### src/emc_ctrl_regs.vh
// Register offsets, field positions and reset values for the main control register bank
`ifndef EMC_CTRL_REGS_VH
`define EMC_CTRL_REGS_VH

// Register addresses within the bank-independent control space
`define EMC_ADDR_W          5
`define EMC_OFF_CTRL_TWO    5'h1E
`define EMC_OFF_CTRL_ONE    5'h1F
// Bank 3 registers of this block
`define EMC_OFF_REVISION    5'h12
`define EMC_OFF_CLKOUT      5'h15
`define EMC_OFF_PKTCNT      5'h19
`define EMC_OFF_CLKSTAT     5'h1D

// Main control one fields
`define EMC_C1_TX_LOGIC_RESET        7
`define EMC_C1_RX_LOGIC_RESET        6
`define EMC_C1_DMABUSY      5
`define EMC_C1_CSUM         4
`define EMC_C1_TXREQ        3
`define EMC_C1_RX_ENABLE         2
`define EMC_C1_RST          8'h00

// Main control two fields
`define EMC_C2_POINTER_AUTO_INCREMENT      7
`define EMC_C2_PACKET_COUNT_DECREMENT       6
`define EMC_C2_POWER_SAVE        5
`define EMC_C2_RSVD         4
`define EMC_C2_REGULATOR_LOW_CURRENT         3
`define EMC_C2_RST          8'h80
`define EMC_C2_IMPL_MASK    8'hF8

// Clock-out control
`define EMC_CLKOUT_POR      3'h4
`define EMC_CLOCK_READY_FLAG_BIT      0
`define EMC_BANK3           2'h3

`endif

### src/emc_por_hold.v
// Power-on-reset-only storage for clock-out prescale and clock-ready flag
`timescale 1ns/1ps
`default_nettype none
`include "emc_ctrl_regs.vh"

module emc_por_hold (
  // Clock and power-on reset
  input  wire       core_clk,
  input  wire       nrst,
  // Host write of prescale field
  input  wire       wrEn,
  input  wire [2:0] wrData,
  // Oscillator stable indication
  input  wire       oscStable,
  // Held state
  output reg  [2:0] clockOutPrescale_r,
  output reg        clockReadyFlag_r
);

  always @(posedge core_clk or negedge nrst) begin
    if (!nrst) begin
      clockOutPrescale_r <= `EMC_CLKOUT_POR;
    end else if (wrEn) begin
      clockOutPrescale_r <= wrData;
    end
  end

  always @(posedge core_clk or negedge nrst) begin
    if (!nrst) begin
      clockReadyFlag_r <= 1'b0;
    end else if (oscStable) begin
      clockReadyFlag_r <= 1'b1;
    end
  end

endmodule
`default_nettype wire

### src/emc_main_ctrl.v
// Main control register bank of the Ethernet controller
// Summary of operation
// - While the transmit reset bit is set the transmit logic is held in reset.
// - While the receive reset bit is set the receive logic is held in reset.
// - Host sets the DMA start bit; it reads 1 while DMA runs and 0 once DMA is idle.
// - The checksum select bit picks checksum (1) or buffer copy (0) as the DMA function.
// - The transmit request bit reads 1 while transmit is attempting a packet, else 0.
// - Receive enable lets filtered packets into the receive buffer; clear means drop all.
// - The bank select field steers register accesses to bank 0 to 3 by its value.
// - Power-on reset loads binary 100 into the clock-out prescale; other resets keep it.
// - The clock-ready flag clears on power-on reset and survives other resets.
// - The silicon revision register is read-only and ignores writes.
// - With auto-increment set the buffer pointer advances after each data access.
// - Writing 1 to packet decrement lowers the packet count by one and self-clears.
// - Power save puts MAC, PHY and control logic into low-power sleep.
// - Reserved bit 4 of control two is kept 0 by the host; bits 2 to 0 read 0.
`timescale 1ns/1ps
`default_nettype none
`include "emc_ctrl_regs.vh"

module emc_main_ctrl #(
  parameter [4:0] REVISION_ID = 5'h01  // Arbitrary value
) (
  // Clock and power-on reset
  input  wire       core_clk,
  input  wire       nrst,
  // Non-power-on device reset
  input  wire       softRst,
  // Register port from the serial command decoder
  input  wire       regWr,
  input  wire       regRd,
  input  wire [4:0] regAddr,
  input  wire [7:0] regWrData,
  output reg  [7:0] regRdData_r,
  // Buffer data access strobe
  input  wire       bufAccess,
  // Status from datapath
  input  wire       txDone,
  input  wire       txAbort,
  input  wire       dmaDone,
  input  wire       rxPktStored,
  input  wire       oscStable,
  // Control to datapath
  output reg        txLogicReset_r,
  output reg        rxLogicReset_r,
  output reg        dmaStart_r,
  output reg        dmaChecksumSelect_r,
  output reg        txRequest_r,
  output reg        rxEnable_r,
  output reg  [1:0] bankSelect_r,
  output reg        ptrAdvance_r,
  output reg        powerSave_r,
  output reg        regulatorLowCurrent_r,
  output reg  [7:0] rxPacketCount_r,
  output reg  [2:0] clockOutPrescale_r,
  output reg        clockReadyFlag_r
);

  // ********************************************************
  // Address decode
  // ********************************************************
  wire isCtrlOne = (regAddr == `EMC_OFF_CTRL_ONE);
  wire isCtrlTwo = (regAddr == `EMC_OFF_CTRL_TWO);
  wire inBank3   = (bankSelect_r == `EMC_BANK3);
  wire isClkOut  = inBank3 && (regAddr == `EMC_OFF_CLKOUT);
  wire isPktCnt  = inBank3 && (regAddr == `EMC_OFF_PKTCNT);
  wire isClkStat = inBank3 && (regAddr == `EMC_OFF_CLKSTAT);
  wire isRev     = inBank3 && (regAddr == `EMC_OFF_REVISION);

  wire wrOne = regWr && isCtrlOne;
  wire wrTwo = regWr && isCtrlTwo;
  wire wrClkOut = regWr && isClkOut;

  // ********************************************************
  // Control register one
  // ********************************************************
  reg       pointer_auto_increment_r;
  reg       reservedBit_r;
  reg       packet_count_decrement_r;
  wire      txRun  = txRequest_r & ~txLogicReset_r;

  always @(posedge core_clk or negedge nrst) begin
    if (!nrst) begin
      txLogicReset_r      <= 1'b0;
      rxLogicReset_r      <= 1'b0;
      dmaChecksumSelect_r <= 1'b0;
      rxEnable_r          <= 1'b0;
      bankSelect_r        <= 2'h0;
    end else if (softRst) begin
      txLogicReset_r      <= 1'b0;
      rxLogicReset_r      <= 1'b0;
      dmaChecksumSelect_r <= 1'b0;
      rxEnable_r          <= 1'b0;
      bankSelect_r        <= 2'h0;
    end else if (wrOne) begin
      txLogicReset_r      <= regWrData[`EMC_C1_TX_LOGIC_RESET];
      rxLogicReset_r      <= regWrData[`EMC_C1_RX_LOGIC_RESET];
      dmaChecksumSelect_r <= regWrData[`EMC_C1_CSUM];
      rxEnable_r          <= regWrData[`EMC_C1_RX_ENABLE] & ~regWrData[`EMC_C1_RX_LOGIC_RESET];
      bankSelect_r        <= regWrData[1:0];
    end else if (rxLogicReset_r) begin
      rxEnable_r          <= 1'b0;
    end
  end

  // ********************************************************
  // DMA start and busy
  // ********************************************************
  localparam [1:0] DMA_IDLE = 2'b01;
  localparam [1:0] DMA_BUSY = 2'b10;

  reg  [1:0] dmaState_r;
  reg  [1:0] dmaState_nxt;
  wire       dmaKick = wrOne && regWrData[`EMC_C1_DMABUSY];
  wire       dmaBusy = (dmaState_r == DMA_BUSY);

  always @* begin
    dmaState_nxt = dmaState_r;
    case (dmaState_r)
      DMA_IDLE: begin
        if (dmaKick) begin
          dmaState_nxt = DMA_BUSY;
        end
      end
      DMA_BUSY: begin
        // A new start while busy keeps the engine busy
        if (dmaDone && !dmaKick) begin
          dmaState_nxt = DMA_IDLE;
        end
      end
      default: begin
        dmaState_nxt = DMA_IDLE;
      end
    endcase
  end

  always @(posedge core_clk or negedge nrst) begin
    if (!nrst) begin
      dmaState_r <= DMA_IDLE;
      dmaStart_r <= 1'b0;
    end else if (softRst) begin
      dmaState_r <= DMA_IDLE;
      dmaStart_r <= 1'b0;
    end else begin
      dmaState_r <= dmaState_nxt;
      // Launch pulse only when leaving idle
      dmaStart_r <= dmaKick && (dmaState_r == DMA_IDLE);
    end
  end

  // ********************************************************
  // Transmit request
  // ********************************************************
  reg  txRequest_nxt;
  wire txEnd = txRun && (txDone || txAbort);

  always @* begin
    txRequest_nxt = txRequest_r;
    if (wrOne && regWrData[`EMC_C1_TXREQ] && !regWrData[`EMC_C1_TX_LOGIC_RESET]) begin
      txRequest_nxt = 1'b1;
    end else if (txLogicReset_r || txEnd) begin
      txRequest_nxt = 1'b0;
    end else if (wrOne && !regWrData[`EMC_C1_TXREQ]) begin
      txRequest_nxt = 1'b0;
    end
  end

  always @(posedge core_clk or negedge nrst) begin
    if (!nrst) begin
      txRequest_r <= 1'b0;
    end else if (softRst) begin
      txRequest_r <= 1'b0;
    end else begin
      txRequest_r <= txRequest_nxt;
    end
  end

  // ********************************************************
  // Control register two
  // ********************************************************
  always @(posedge core_clk or negedge nrst) begin
    if (!nrst) begin
      pointer_auto_increment_r             <= 1'b1;
      powerSave_r           <= 1'b0;
      reservedBit_r         <= 1'b0;
      regulatorLowCurrent_r <= 1'b0;
    end else if (softRst) begin
      pointer_auto_increment_r             <= 1'b1;
      powerSave_r           <= 1'b0;
      reservedBit_r         <= 1'b0;
      regulatorLowCurrent_r <= 1'b0;
    end else if (wrTwo) begin
      pointer_auto_increment_r             <= regWrData[`EMC_C2_POINTER_AUTO_INCREMENT];
      powerSave_r           <= regWrData[`EMC_C2_POWER_SAVE];
      reservedBit_r         <= regWrData[`EMC_C2_RSVD];
      regulatorLowCurrent_r <= regWrData[`EMC_C2_REGULATOR_LOW_CURRENT];
    end
  end

  // ********************************************************
  // Buffer pointer advance
  // ********************************************************
  // pointer advance
  wire ptrAdvance_nxt = bufAccess && pointer_auto_increment_r && !softRst;

  always @(posedge core_clk or negedge nrst) begin
    if (!nrst) begin
      ptrAdvance_r <= 1'b0;
    end else begin
      ptrAdvance_r <= ptrAdvance_nxt;
    end
  end

  // ********************************************************
  // Received packet count
  // ********************************************************
  reg  [7:0] rxPacketCount_nxt;
  wire       pktIn = rxPktStored && rxEnable_r;

  // Count saturates at both ends; a packet and a decrement together cancel
  always @* begin
    rxPacketCount_nxt = rxPacketCount_r;
    case ({pktIn, packet_count_decrement_r})
      2'b10: begin
        if (rxPacketCount_r != 8'hFF) begin
          rxPacketCount_nxt = rxPacketCount_r + 8'h01;
        end
      end
      2'b01: begin
        if (rxPacketCount_r != 8'h00) begin
          rxPacketCount_nxt = rxPacketCount_r - 8'h01;
        end
      end
      default: begin
        rxPacketCount_nxt = rxPacketCount_r;
      end
    endcase
  end

  always @(posedge core_clk or negedge nrst) begin
    if (!nrst) begin
      packet_count_decrement_r        <= 1'b0;
      rxPacketCount_r <= 8'h00;
    end else if (softRst || rxLogicReset_r) begin
      packet_count_decrement_r        <= 1'b0;
      rxPacketCount_r <= 8'h00;
    end else begin
      packet_count_decrement_r        <= wrTwo && regWrData[`EMC_C2_PACKET_COUNT_DECREMENT];
      rxPacketCount_r <= rxPacketCount_nxt;
    end
  end

  // ********************************************************
  // Power-on-only state
  // ********************************************************
  wire [2:0] prescale;
  wire       clock_ready_flag;

  emc_por_hold uPorHold (
    .core_clk           (core_clk),
    .nrst               (nrst),
    .wrEn               (wrClkOut),
    .wrData             (regWrData[2:0]),
    .oscStable          (oscStable),
    .clockOutPrescale_r (prescale),
    .clockReadyFlag_r   (clock_ready_flag)
  );

  always @(posedge core_clk or negedge nrst) begin
    if (!nrst) begin
      clockOutPrescale_r <= `EMC_CLKOUT_POR;
      clockReadyFlag_r   <= 1'b0;
    end else begin
      clockOutPrescale_r <= prescale;
      clockReadyFlag_r   <= clock_ready_flag;
    end
  end

  // ********************************************************
  // Read back
  // ********************************************************
  reg [7:0] rdMux;

  wire [5:0] rdSel = {isClkStat, isPktCnt, isClkOut, isRev, isCtrlTwo, isCtrlOne};

  always @* begin
    rdMux = 8'h00;
    case (rdSel)
      6'b000001: begin
        rdMux = {txLogicReset_r, rxLogicReset_r, dmaBusy, dmaChecksumSelect_r,
                 txRequest_r, rxEnable_r, bankSelect_r};
      end
      6'b000010: begin
        rdMux = {pointer_auto_increment_r, 1'b0, powerSave_r, reservedBit_r, regulatorLowCurrent_r, 3'h0}
                & `EMC_C2_IMPL_MASK;
      end
      6'b000100: begin
        rdMux = {3'h0, REVISION_ID};
      end
      6'b001000: begin
        rdMux = {5'h00, prescale};
      end
      6'b010000: begin
        rdMux = rxPacketCount_r;
      end
      6'b100000: begin
        rdMux = {7'h00, clock_ready_flag};
      end
      default: begin
        rdMux = 8'h00;
      end
    endcase
  end

  // ********************************************************
  // Read data register
  // ********************************************************
  always @(posedge core_clk or negedge nrst) begin
    if (!nrst) begin
      regRdData_r <= 8'h00;
    end else if (regRd) begin
      regRdData_r <= rdMux;
    end
  end

endmodule
`default_nettype wire

### config.mk
export PLATFORM = sky130hd
export DESIGN_NAME = emc_main_ctrl
export DESIGN_NICKNAME = d
export VERILOG_FILES = /design/src/emc_por_hold.v /design/src/emc_main_ctrl.v
export VERILOG_INCLUDE_DIRS = /design/src /design/src/src
export SDC_FILE = /design/constraint.sdc
export NUM_CORES = 1
export LEC_CHECK = 0
export ABC_AREA = 1
export BUFFER_PORTS_ARGS = -buffer_cell sky130_fd_sc_hd__buf_2
export CORE_ASPECT_RATIO = 1.75
export CORE_MARGIN = 10
export CORE_UTILIZATION = 40
export DETAILED_ROUTE_END_ITERATION = 8
export RECOVER_POWER = 50
export SLEW_MARGIN = 20
export SYNTH_ARGS = -nofsm -noshare
export SYNTH_HDL_FRONTEND = slang
export SYNTH_SLANG_ARGS = --single-unit
### constraint.sdc
create_clock -name core_clk -period 2.1 [get_ports core_clk]
set_clock_uncertainty 0.2 [all_clocks]
set_input_delay 0.105 -clock core_clk [delete_from_list [all_inputs] [get_ports core_clk]]
set_output_delay 0.105 -clock core_clk [all_outputs]
set_load 0.02 [all_outputs]
# Word level (Yosys, flattened, before mapping)

Index checks and enable logic that the tools add are counted.
W data, S select, Z words.

$add $sub $neg: 2
Equal/unequal tests: 22
Multiplexer cells: 34
Bitwise logic cells: 4
Reductions and logical operators: 33

Operators by type and width:

| cell                  | count |
|---|---|
| $pmux W8 S6           | 1 |
| $eq A5 B5 Y1 const B  | 6 |
| $mux W8               | 3 |
| $mux W1               | 23 |
| $logic_and A1 B1 Y1   | 18 |
| $pmux W8 S2           | 1 |
| $mux W2               | 5 |
| $ne A3 B3 Y1 const B  | 3 |
| $add A8 B1 Y8 const B | 1 |
| $ne A8 B8 Y1 const B  | 1 |
| $reduce_bool A8 Y1    | 1 |
| $sub A8 B1 Y8 const B | 1 |
| $eq A2 B2 Y1 const B  | 3 |
| $eq A6 B1 Y1 const B  | 1 |
| $eq A6 B2 Y1 const B  | 1 |
| $eq A6 B3 Y1 const B  | 1 |
| $eq A6 B4 Y1 const B  | 1 |
| $eq A6 B5 Y1 const B  | 1 |
| $eq A6 B6 Y1 const B  | 1 |
| $reduce_bool A3 Y1    | 2 |
| $eq A2 B1 Y1 const B  | 2 |
| $logic_not A1 Y1      | 4 |
| $pmux W2 S2           | 1 |
| $reduce_bool A2 Y1    | 2 |
| other kinds (7)       | 11 |

Flip-flop bits (word level): 40
Input bits: 24
Output and inout port bits: 31
Logic and storage cells: 115

# Longest topological paths before layout

Gate-level depths: netlist (run 1).

Depth after elaboration: 8
Gate-level depth with buffers: 11

# Modules after synthesis

A second synthesis (run 1) with hierarchy kept.

Cells, all modules: 297
Area total of the unflattened synthesis: 2274.7 um^2

By module, submodules not included:

| module        | times used | cells each | area an instance (um^2) | sequential area each (um^2) |
|---|---|---|---|---|
| emc_main_ctrl | 1          | 282        | 2129.5                  | 904.6 |
| emc_por_hold  | 1          | 15         | 145.1                   | 101.3 |

# Worst setup path after synthesis (run 1)

Ideal clock, no wire load.

Path type: register -> register
Start point: reg rxEnable_r
End point: reg rxPacketCount_r[7]
Setup time: 0.083 ns
Arrival: 1.778 ns
Data required time: 1.817 ns
Path slack: 0.039 ns
Stages on the path, launching flop included: 11
Buffers on the path: 0
Clock period less this slack: 2.061 ns
Path through: dfrtp_1 nand2_1 ha_1 ha_1 nand2_1 inv_1 a21oi_1 nand2_1 nand2_1 nand2_1 o21ai_0

Word-level cells in the longest chain between the ends: 4

Ends and longest elaborated chain:

| item                                                          | line                | source |
|---|---|---|
| start: declaration                                            | emc_main_ctrl.v:49  | `output reg rxEnable_r,` |
| start signal: assignment                                      | emc_main_ctrl.v:99  | `` rxEnable_r <= regWrData[`EMC_C1_RX_ENABLE] & ~regWrData[`EMC_C1_RX_LOGIC_RESET]; `` |
| $logic_and A1 B1 Y1 (*)                                       | emc_main_ctrl.v:218 | `wire pktIn = rxPktStored && rxEnable_r;` |
| $eq A2 B1 Y1 or $eq A2 B2 Y1 (tied branches)                  | emc_main_ctrl.v:223 | `case ({pktIn, packet_count_decrement_r})` |
| $ne A3 B3 Y1 (no source line) (tied with other cells)         | n/a                 |  |
| $reduce_and A3 Y1 (no source line) or $mux W8 (tied branches) | n/a                 |  |
| end signal: assignment                                        | emc_main_ctrl.v:249 | `rxPacketCount_r <= rxPacketCount_nxt;` |
| end: declaration                                              | emc_main_ctrl.v:54  | `output reg [7:0] rxPacketCount_r,` |

Every way passes the cells marked *; elsewhere a longest branch is shown, timed or not.
A chain may end at the register's enable or synchronous reset.

# Worst setup path in the final report (run 1)

Start point: in softRst
End point: reg dmaState_r[1]

Word-level cells in the longest chain between the ends: 2

Ends and longest elaborated chain:

| item                                                          | line                | source |
|---|---|---|
| start: declaration                                            | emc_main_ctrl.v:28  | `input wire softRst,` |
| $ne A3 B2 Y1 (no source line) or $ne A3 B3 Y1 (tied branches) | n/a                 |  |
| $reduce_and A2 Y1 (no source line)                            | n/a                 |  |
| end signal: assignment                                        | emc_main_ctrl.v:145 | `dmaState_r <= dmaState_nxt;` |
| end: declaration                                              | emc_main_ctrl.v:112 | `reg [1:0] dmaState_r;` |

Several ways; a longest one is shown, not always the timed one.

==> flow_summary.ini, run 1 <==
[run_status]
status = finished clean

[clock_network]
cts_inserted_buffers = 5
clk_pin_slew_worst_paths_ns = 0.08
ctsRootBufferMaster = clkbuf_8
htreeDepth = 2
cts_sinks = 40
clockBufferDepth = 2
clkLatencyLatePin_ns = 0.29
cts_tree = done

[grt]
grt_pass1_vias = 2279
grtUsageTotal_pct = 13.9
grt_pass1_wl_mm = 10.5
grt_start_max_net_pins = 41
antenna_found_initial = 0
grt-ovfl-total = 0

[cells_and_area]
final_cells = 454
fin_nets = 410
post_route_cells_drive_above_1_share_pct = 23.5
diodes = 0
layout_common_cells = nand2_1 (89), buf_2 (54), inv_1 (44), dfrtp_1 (36), nand3_1 (32)
syn_to_final_growth_pct = 31.7
n_fill_cell = 567
mostFrequentLayoutCell = nand2_1

[logic_synthesis]
ys_ff_latch = 40
synth-async-reset-ratio_pct = 100
synth-warning-count = 0
synth_edf_count = 0
netlist_instances = 294
avgSynthCellArea_um2 = 7.64
syn-cell-area_mm2 = 0.00225
ys.flop_type = dfrtp_1
yosysSeqAreaShare_pct = 44.8
syn-num-nets = 327
synth.distinct_cells = 28

[worst_hold_path]
worst_hold_path.num_cells = 5
hold_class = input port to flop

[timing]
tightest_slew_ns = 0.494
fin_crit_sh_pct = 94.4
whs_ns = 0.142
hold_violations = 0
finalMaxSlewViolations = 0
fmax_mhz = 505
max_slew_margin_pct = 67.1
setup_viol = 0
layout_min_cycle_time_ns = 1.98

[die]
fp.dieW_um = 76.7
dieArea_mm2 = 0.00913
coreArea_mm2 = 0.00550
ios = 55
dieHeight_um = 119
rows = 36
initial_core_util_pct = 40.9

[place]
dpl.hpwl_mm = 4.86
gp_congestion = 0.868
io_buffers = 54
placed_cells = 424

[setup_path]
crit_path_max_fanout = 14
worstSetupStartpointType = input port
crit_type = input port to flop
arrival_ns = 1.97
r2r_cells = 8
worstPathRequired_ns = 2.09
end_kind = flop

[drt]
drc_errors = 0
post_drt_wl_per_cell_um = 13.8
avgViaCountPerCell = 4.79
drt-total-wl_mm = 6.28
vias = 2174
antenna_left = 0
drt-initial-drc-count = 151
drt-pass1-iter-count = 4

[job]
drv_cap = 0

[power_and_ir_drop]
total_power_uw = 1460
ir_drop_v = 0.000269
leakage_uw = 0.00166
p_per_area_mw_per_mm2 = 494
## layer usage
metal | wire length [um] | track usage, % | share of wire [%] | vias to the layer above
li1 | - | - | - | 1111
met1 | 2360 | 13.3 | 38 | 1021
met2 | 3630 | 27.9 | 58 | 36
met3 | 201 | 2.56 | 3.2 | 6
met4 | 96 | 5.26 | 1.5 | 0
met5 | 0 | 0 | 0 | -
## through the flow
step           utilization (%)  cell area [um2]  TNS [ns]  setup WS (ns)
5_1_grt                   53.9             2960   -0.0156       -0.00801
3_5_place_dp              47.7             2620   -0.0406        -0.0406
4_1_cts                   53.1             2920         0         0.0655
6_report                  53.9             2960         0          0.118
2_1_floorplan                -             2250         0         0.0391
3_3_place_gp              47.7             2620  -0.00244       -0.00244
## registers in the layout, indices dropped and copies added, names as in the netlist, 2 cells and up
register,count
bankSelect_r,2
clockOutPrescale_r,3
dmaState_r,2
regRdData_r,8
rxPacketCount_r,8
uPorHold.clockOutPrescale_r,3
## worst max-delay path, stage by stage
cell           delay (ns)
dlygate4sd3_1        0.55
buf_2                0.20
clkinvlp_4           0.25
nand2_1              0.15
a21oi_2              0.03
dlygate4sd3_1        0.57
inv_1                0.06
nand2_1              0.04
## cell type report
class	instances	area [um2]	share of cell area, %
flip-flops and latches	40	1010	34.0
well taps	76	95.1	3.21
inverters	46	176	5.96
repair buffers	79	508	17.2
clock inverters	2	10.0	0.338
clock buffers	6	82.6	2.79
multi-input cells	205	1080	36.6
## Yosys cell counts (4+ instances only)
library cell / count / share of area (%)
nand2_1: 90 / 15
inv_1: 45 / 7.5
dfrtp_1: 36 / 40
nand3_1: 33 / 7.3
o21ai_0: 20 / 4.5
nor2_1: 19 / 3.2
ha_1: 8 / 4.5
nand4_1: 6 / 1.7
a21oi_1: 4 / 0.89
dfstp_2: 4 / 4.7
xnor2_1: 4 / 1.6
## power breakdown
part / switching [uW] / leakage, uW / internal [uW] / total, uW
Combinational: 85.1 / 0.00107 / 56.8 / 142
Clock: 271 / 0.0000510 / 262 / 533
Sequential: 6.39 / 0.000530 / 781 / 788
Total: 362 / 0.00166 / 1100 / 1460
## what timing repair did
| item | in CTS | in global routing |
|---|---|---|
| setup buffers | 0 | 2 |
| gates resized for setup | 1 | 9 |
| hold endpoints to repair | 64 | 0 |
| endpoints found under the setup margin | 2 | 4 |
| hold buffers | 20 | 0 |
## cells by family after synthesis
family | share of synthesized area, %
and+or+nand+nor | 32.5
buffers and inverters | 8.35
DFF | 44.8
AOI/OAI and AO/OA | 7.46
adders and majority gates | 5.35
xor gates and xnor gates | 1.56
## worst paths after layout
path                       slack [ns]                              to                            from
max in group asynchronous        1.14  uPorHold.clockOutPrescale_r[2]                            nrst
hold reg to reg                  0.19           clockOutPrescale_r[2]  uPorHold.clockOutPrescale_r[2]
setup / recovery                 0.12                   dmaState_r[1]                         softRst
hold / removal                   0.14  uPorHold.clockOutPrescale_r[2]                      regAddr[0]
setup reg to reg                 0.12              rxPacketCount_r[4]                      rxEnable_r
min in group asynchronous        0.20                   dmaState_r[1]                            nrst
Power figures use the tool's default switching activity.
==> run 2, diff against run 1 <==
Settings changed: ABC_AREA 1 to unset.
==> flow_summary.ini, run 2 <==
[logic_synthesis]
ys_ff_latch = 40
synth_compound_area_share_pct = 15.7
netlist_top_cells_area = dfrtp_1 (43%), dfstp_2 (5.0%), ha_1 (4.8%)
synthSimpleGateAreaFrac_pct = 20.1
synthAdderAreaFrac_pct = 5.70
synth_top_family_by_area = simple AND/OR/NAND/NOR gates
yosysTopAreaCell = dfrtp_1
syn-cell-area_mm2 = 0.00211
synth-warning-count = 0
synth_xor_area_share_pct = 1.66
synth.distinct_cells = 46
netlist_instances = 211
synthMuxAreaShare_pct = 6.42
yosysSeqAreaShare_pct = 47.8
avgSynthCellArea_um2 = 9.98
synthMostInstantiatedCell = dfrtp_1
synth-async-reset-ratio_pct = 100
ys.flop_type = dfrtp_1
synth_top_area_share_pct = 42.8
syn-num-nets = 244
synth_edf_count = 0
synthTopCellsByCount = dfrtp_1 (36), nor2_1 (23), a21oi_1 (18), nand2_1 (14), mux2i_1 (9)

[grt]
grt_start_max_net_pins = 41
grtUsageTotal_pct = 14.9
grt_pass1_wl_mm = 10.1
grt-ovfl-total = 0
grt_pass1_vias = 2087
antenna_found_initial = 0

[setup_path]
worstReg2RegEnd = rxPacketCount_r[7]
arrival_ns = 2.34
end_kind = flop
r2r_cells = 9
crit_path_end = rxPacketCount_r[7]
crit_type = flop to flop
critPathLaunch = rxEnable_r
r2r-start = rxEnable_r
worstPathRequired_ns = 2.12
crit_path_max_fanout = 5
r2r_slack_ns = -0.22
worstSetupStartpointType = flop

[timing]
setup_ws_ns = -0.221
setup_viol = 2
finalMaxSlewViolations = 0
layout_min_cycle_time_ns = 2.32
tightest_slew_ns = 0.985
fin_crit_sh_pct = 111
fmax_mhz = 431
max_slew_margin_pct = 34.3
hold_violations = 0
grt_setup_unrepaired = true

[drt]
drt-total-wl_mm = 6.31
antenna_left = 0
drt-initial-drc-count = 167
avgViaCountPerCell = 5.51
post_drt_wl_per_cell_um = 17.2
drc_errors = 0
vias = 2015
drt-pass1-iter-count = 4

[cells_and_area]
post_route_cells_drive_above_1_share_pct = 35.9
syn_to_final_growth_pct = 44.9
mostFrequentLayoutCell = buf_2
diodes = 0
reg.largest.list = regRdData_r (8), rxPacketCount_r (8)
n_fill_cell = 454
fin_nets = 344
layout_common_cells = buf_2 (46), dfrtp_1 (35), nor2_1 (22), buf_4 (22), dlygate4sd3_1 (21)
finalInstanceArea_mm2 = 0.00305

[clock_network]
clkLatencyLatePin_ns = 0.29
clk_pin_slew_worst_paths_ns = 0.08
cts_sinks = 40
cts_inserted_buffers = 5
ctsRootBufferMaster = clkbuf_8
clockBufferDepth = 2
htreeDepth = 2
cts_tree = done

[run_status]
violations = negative setup slack
status = finished, violations left

[die]
dieHeight_um = 116
initial_core_util_pct = 41.9
coreArea_mm2 = 0.00502
ios = 55
dieArea_mm2 = 0.00868
fp.dieW_um = 74.8
rows = 34

[worst_hold_path]
hold_class = input port to flop

[place]
io_buffers = 54
dpl.hpwl_mm = 4.53
place_area_mm2 = 0.00264
gp_congestion = 0.803
pre_cts_ws_ns = -0.214

[power_and_ir_drop]
ir_drop_v = 0.000269
leakage_uw = 0.00145
p_per_area_mw_per_mm2 = 484

[job]
drv_cap = 0
run 2: metrics by stage:
stage	hold slack [ns]	power [uW]	util (%)	setup TNS, ns	std cells
floorplan	-0.391	863	-	-0.210	211
global placement	-0.00593	932	52.6	-0.239	333
detailed placement	-0.000145	932	52.6	-0.348	333
CTS	0.0583	1490	60.3	-0.304	366
global route	0.120	1540	60.8	-0.828	366
finish	0.0656	1480	60.8	-0.350	366
run 2: what timing repair did:
action                                  CTS  global route
gates resized for setup                  11             9
endpoints found under the setup margin    3             7
hold buffers                             21             0
pin swaps                                 8             4
setup buffers                             4             0
endpoints found under the hold margin    63             0
run 2: cell type report:
type / count / area [um2] / area share [%]
Timing Repair Buffer: 102 / 689 / 22.6
Clock inverter: 2 / 10.0 / 0.328
Clock buffer: 6 / 82.6 / 2.71
Inverter: 5 / 18.8 / 0.615
Sequential cell: 40 / 1010 / 33.0
Multi-Input combinational cell: 157 / 1170 / 38.5
Tap cell: 54 / 67.6 / 2.21
run 2: how the worst min path moves through the flow:
| stage | slack, ns | cells after the start | to | start |
|---|---|---|---|---|
| final | 0.07 | 5 | regRdData_r[0] | regAddr[1] |
| after global routing | 0.12 | 5 | regRdData_r[0] | regAddr[1] |
| after CTS | 0.06 | 5 | regRdData_r[0] | regAddr[1] |
| after detailed placement | -0.0001 | 2 | uPorHold.clockReadyFlag_r | nrst |
| after global placement | -0.006 | 2 | uPorHold.clockReadyFlag_r | nrst |
| after floorplan | -0.39 | 0 | bankSelect_r[0] | nrst |
run 2: worst max-delay path, cell delays in order (launching register included):
cell and delay (ns):
dfrtp_2 0.38, nand2_2 0.08, ha_4 0.19, buf_6 0.12, ha_4 0.16, nor4_4 0.28, o21ai_1 0.12, and3_1 0.17
or4_1 0.41, a21oi_1 0.13
run 2: cells by family after synthesis:
kind of cell / Yosys count
multiplexers: 13
XOR/XNOR: 4
AND/OR/NAND/NOR: 82
buffers and inverters: 14
AO/OA/AOI/OAI: 49
adder cells (fa/ha/maj): 9
flip-flops: 40
run 2: where the power goes:
| part | total, uW | leakage (uW) | internal, uW | switching, uW |
|---|---|---|---|---|
| Combinational | 149 | 0.000879 | 63.5 | 85.9 |
| Sequential | 791 | 0.000520 | 784 | 6.97 |
| Clock | 535 | 0.0000510 | 262 | 273 |
| Total | 1480 | 0.00145 | 1110 | 366 |
run 2: metal layers:
| metal | GRT usage (%) | share of wire (%) | vias up |
|---|---|---|---|
| li1 | - | - | 970 |
| met5 | 0 | 0 | - |
| met2 | 26.5 | 54 | 52 |
| met1 | 16.2 | 39 | 981 |
| met3 | 3.25 | 4.6 | 12 |
| met4 | 6.35 | 2.3 | 0 |
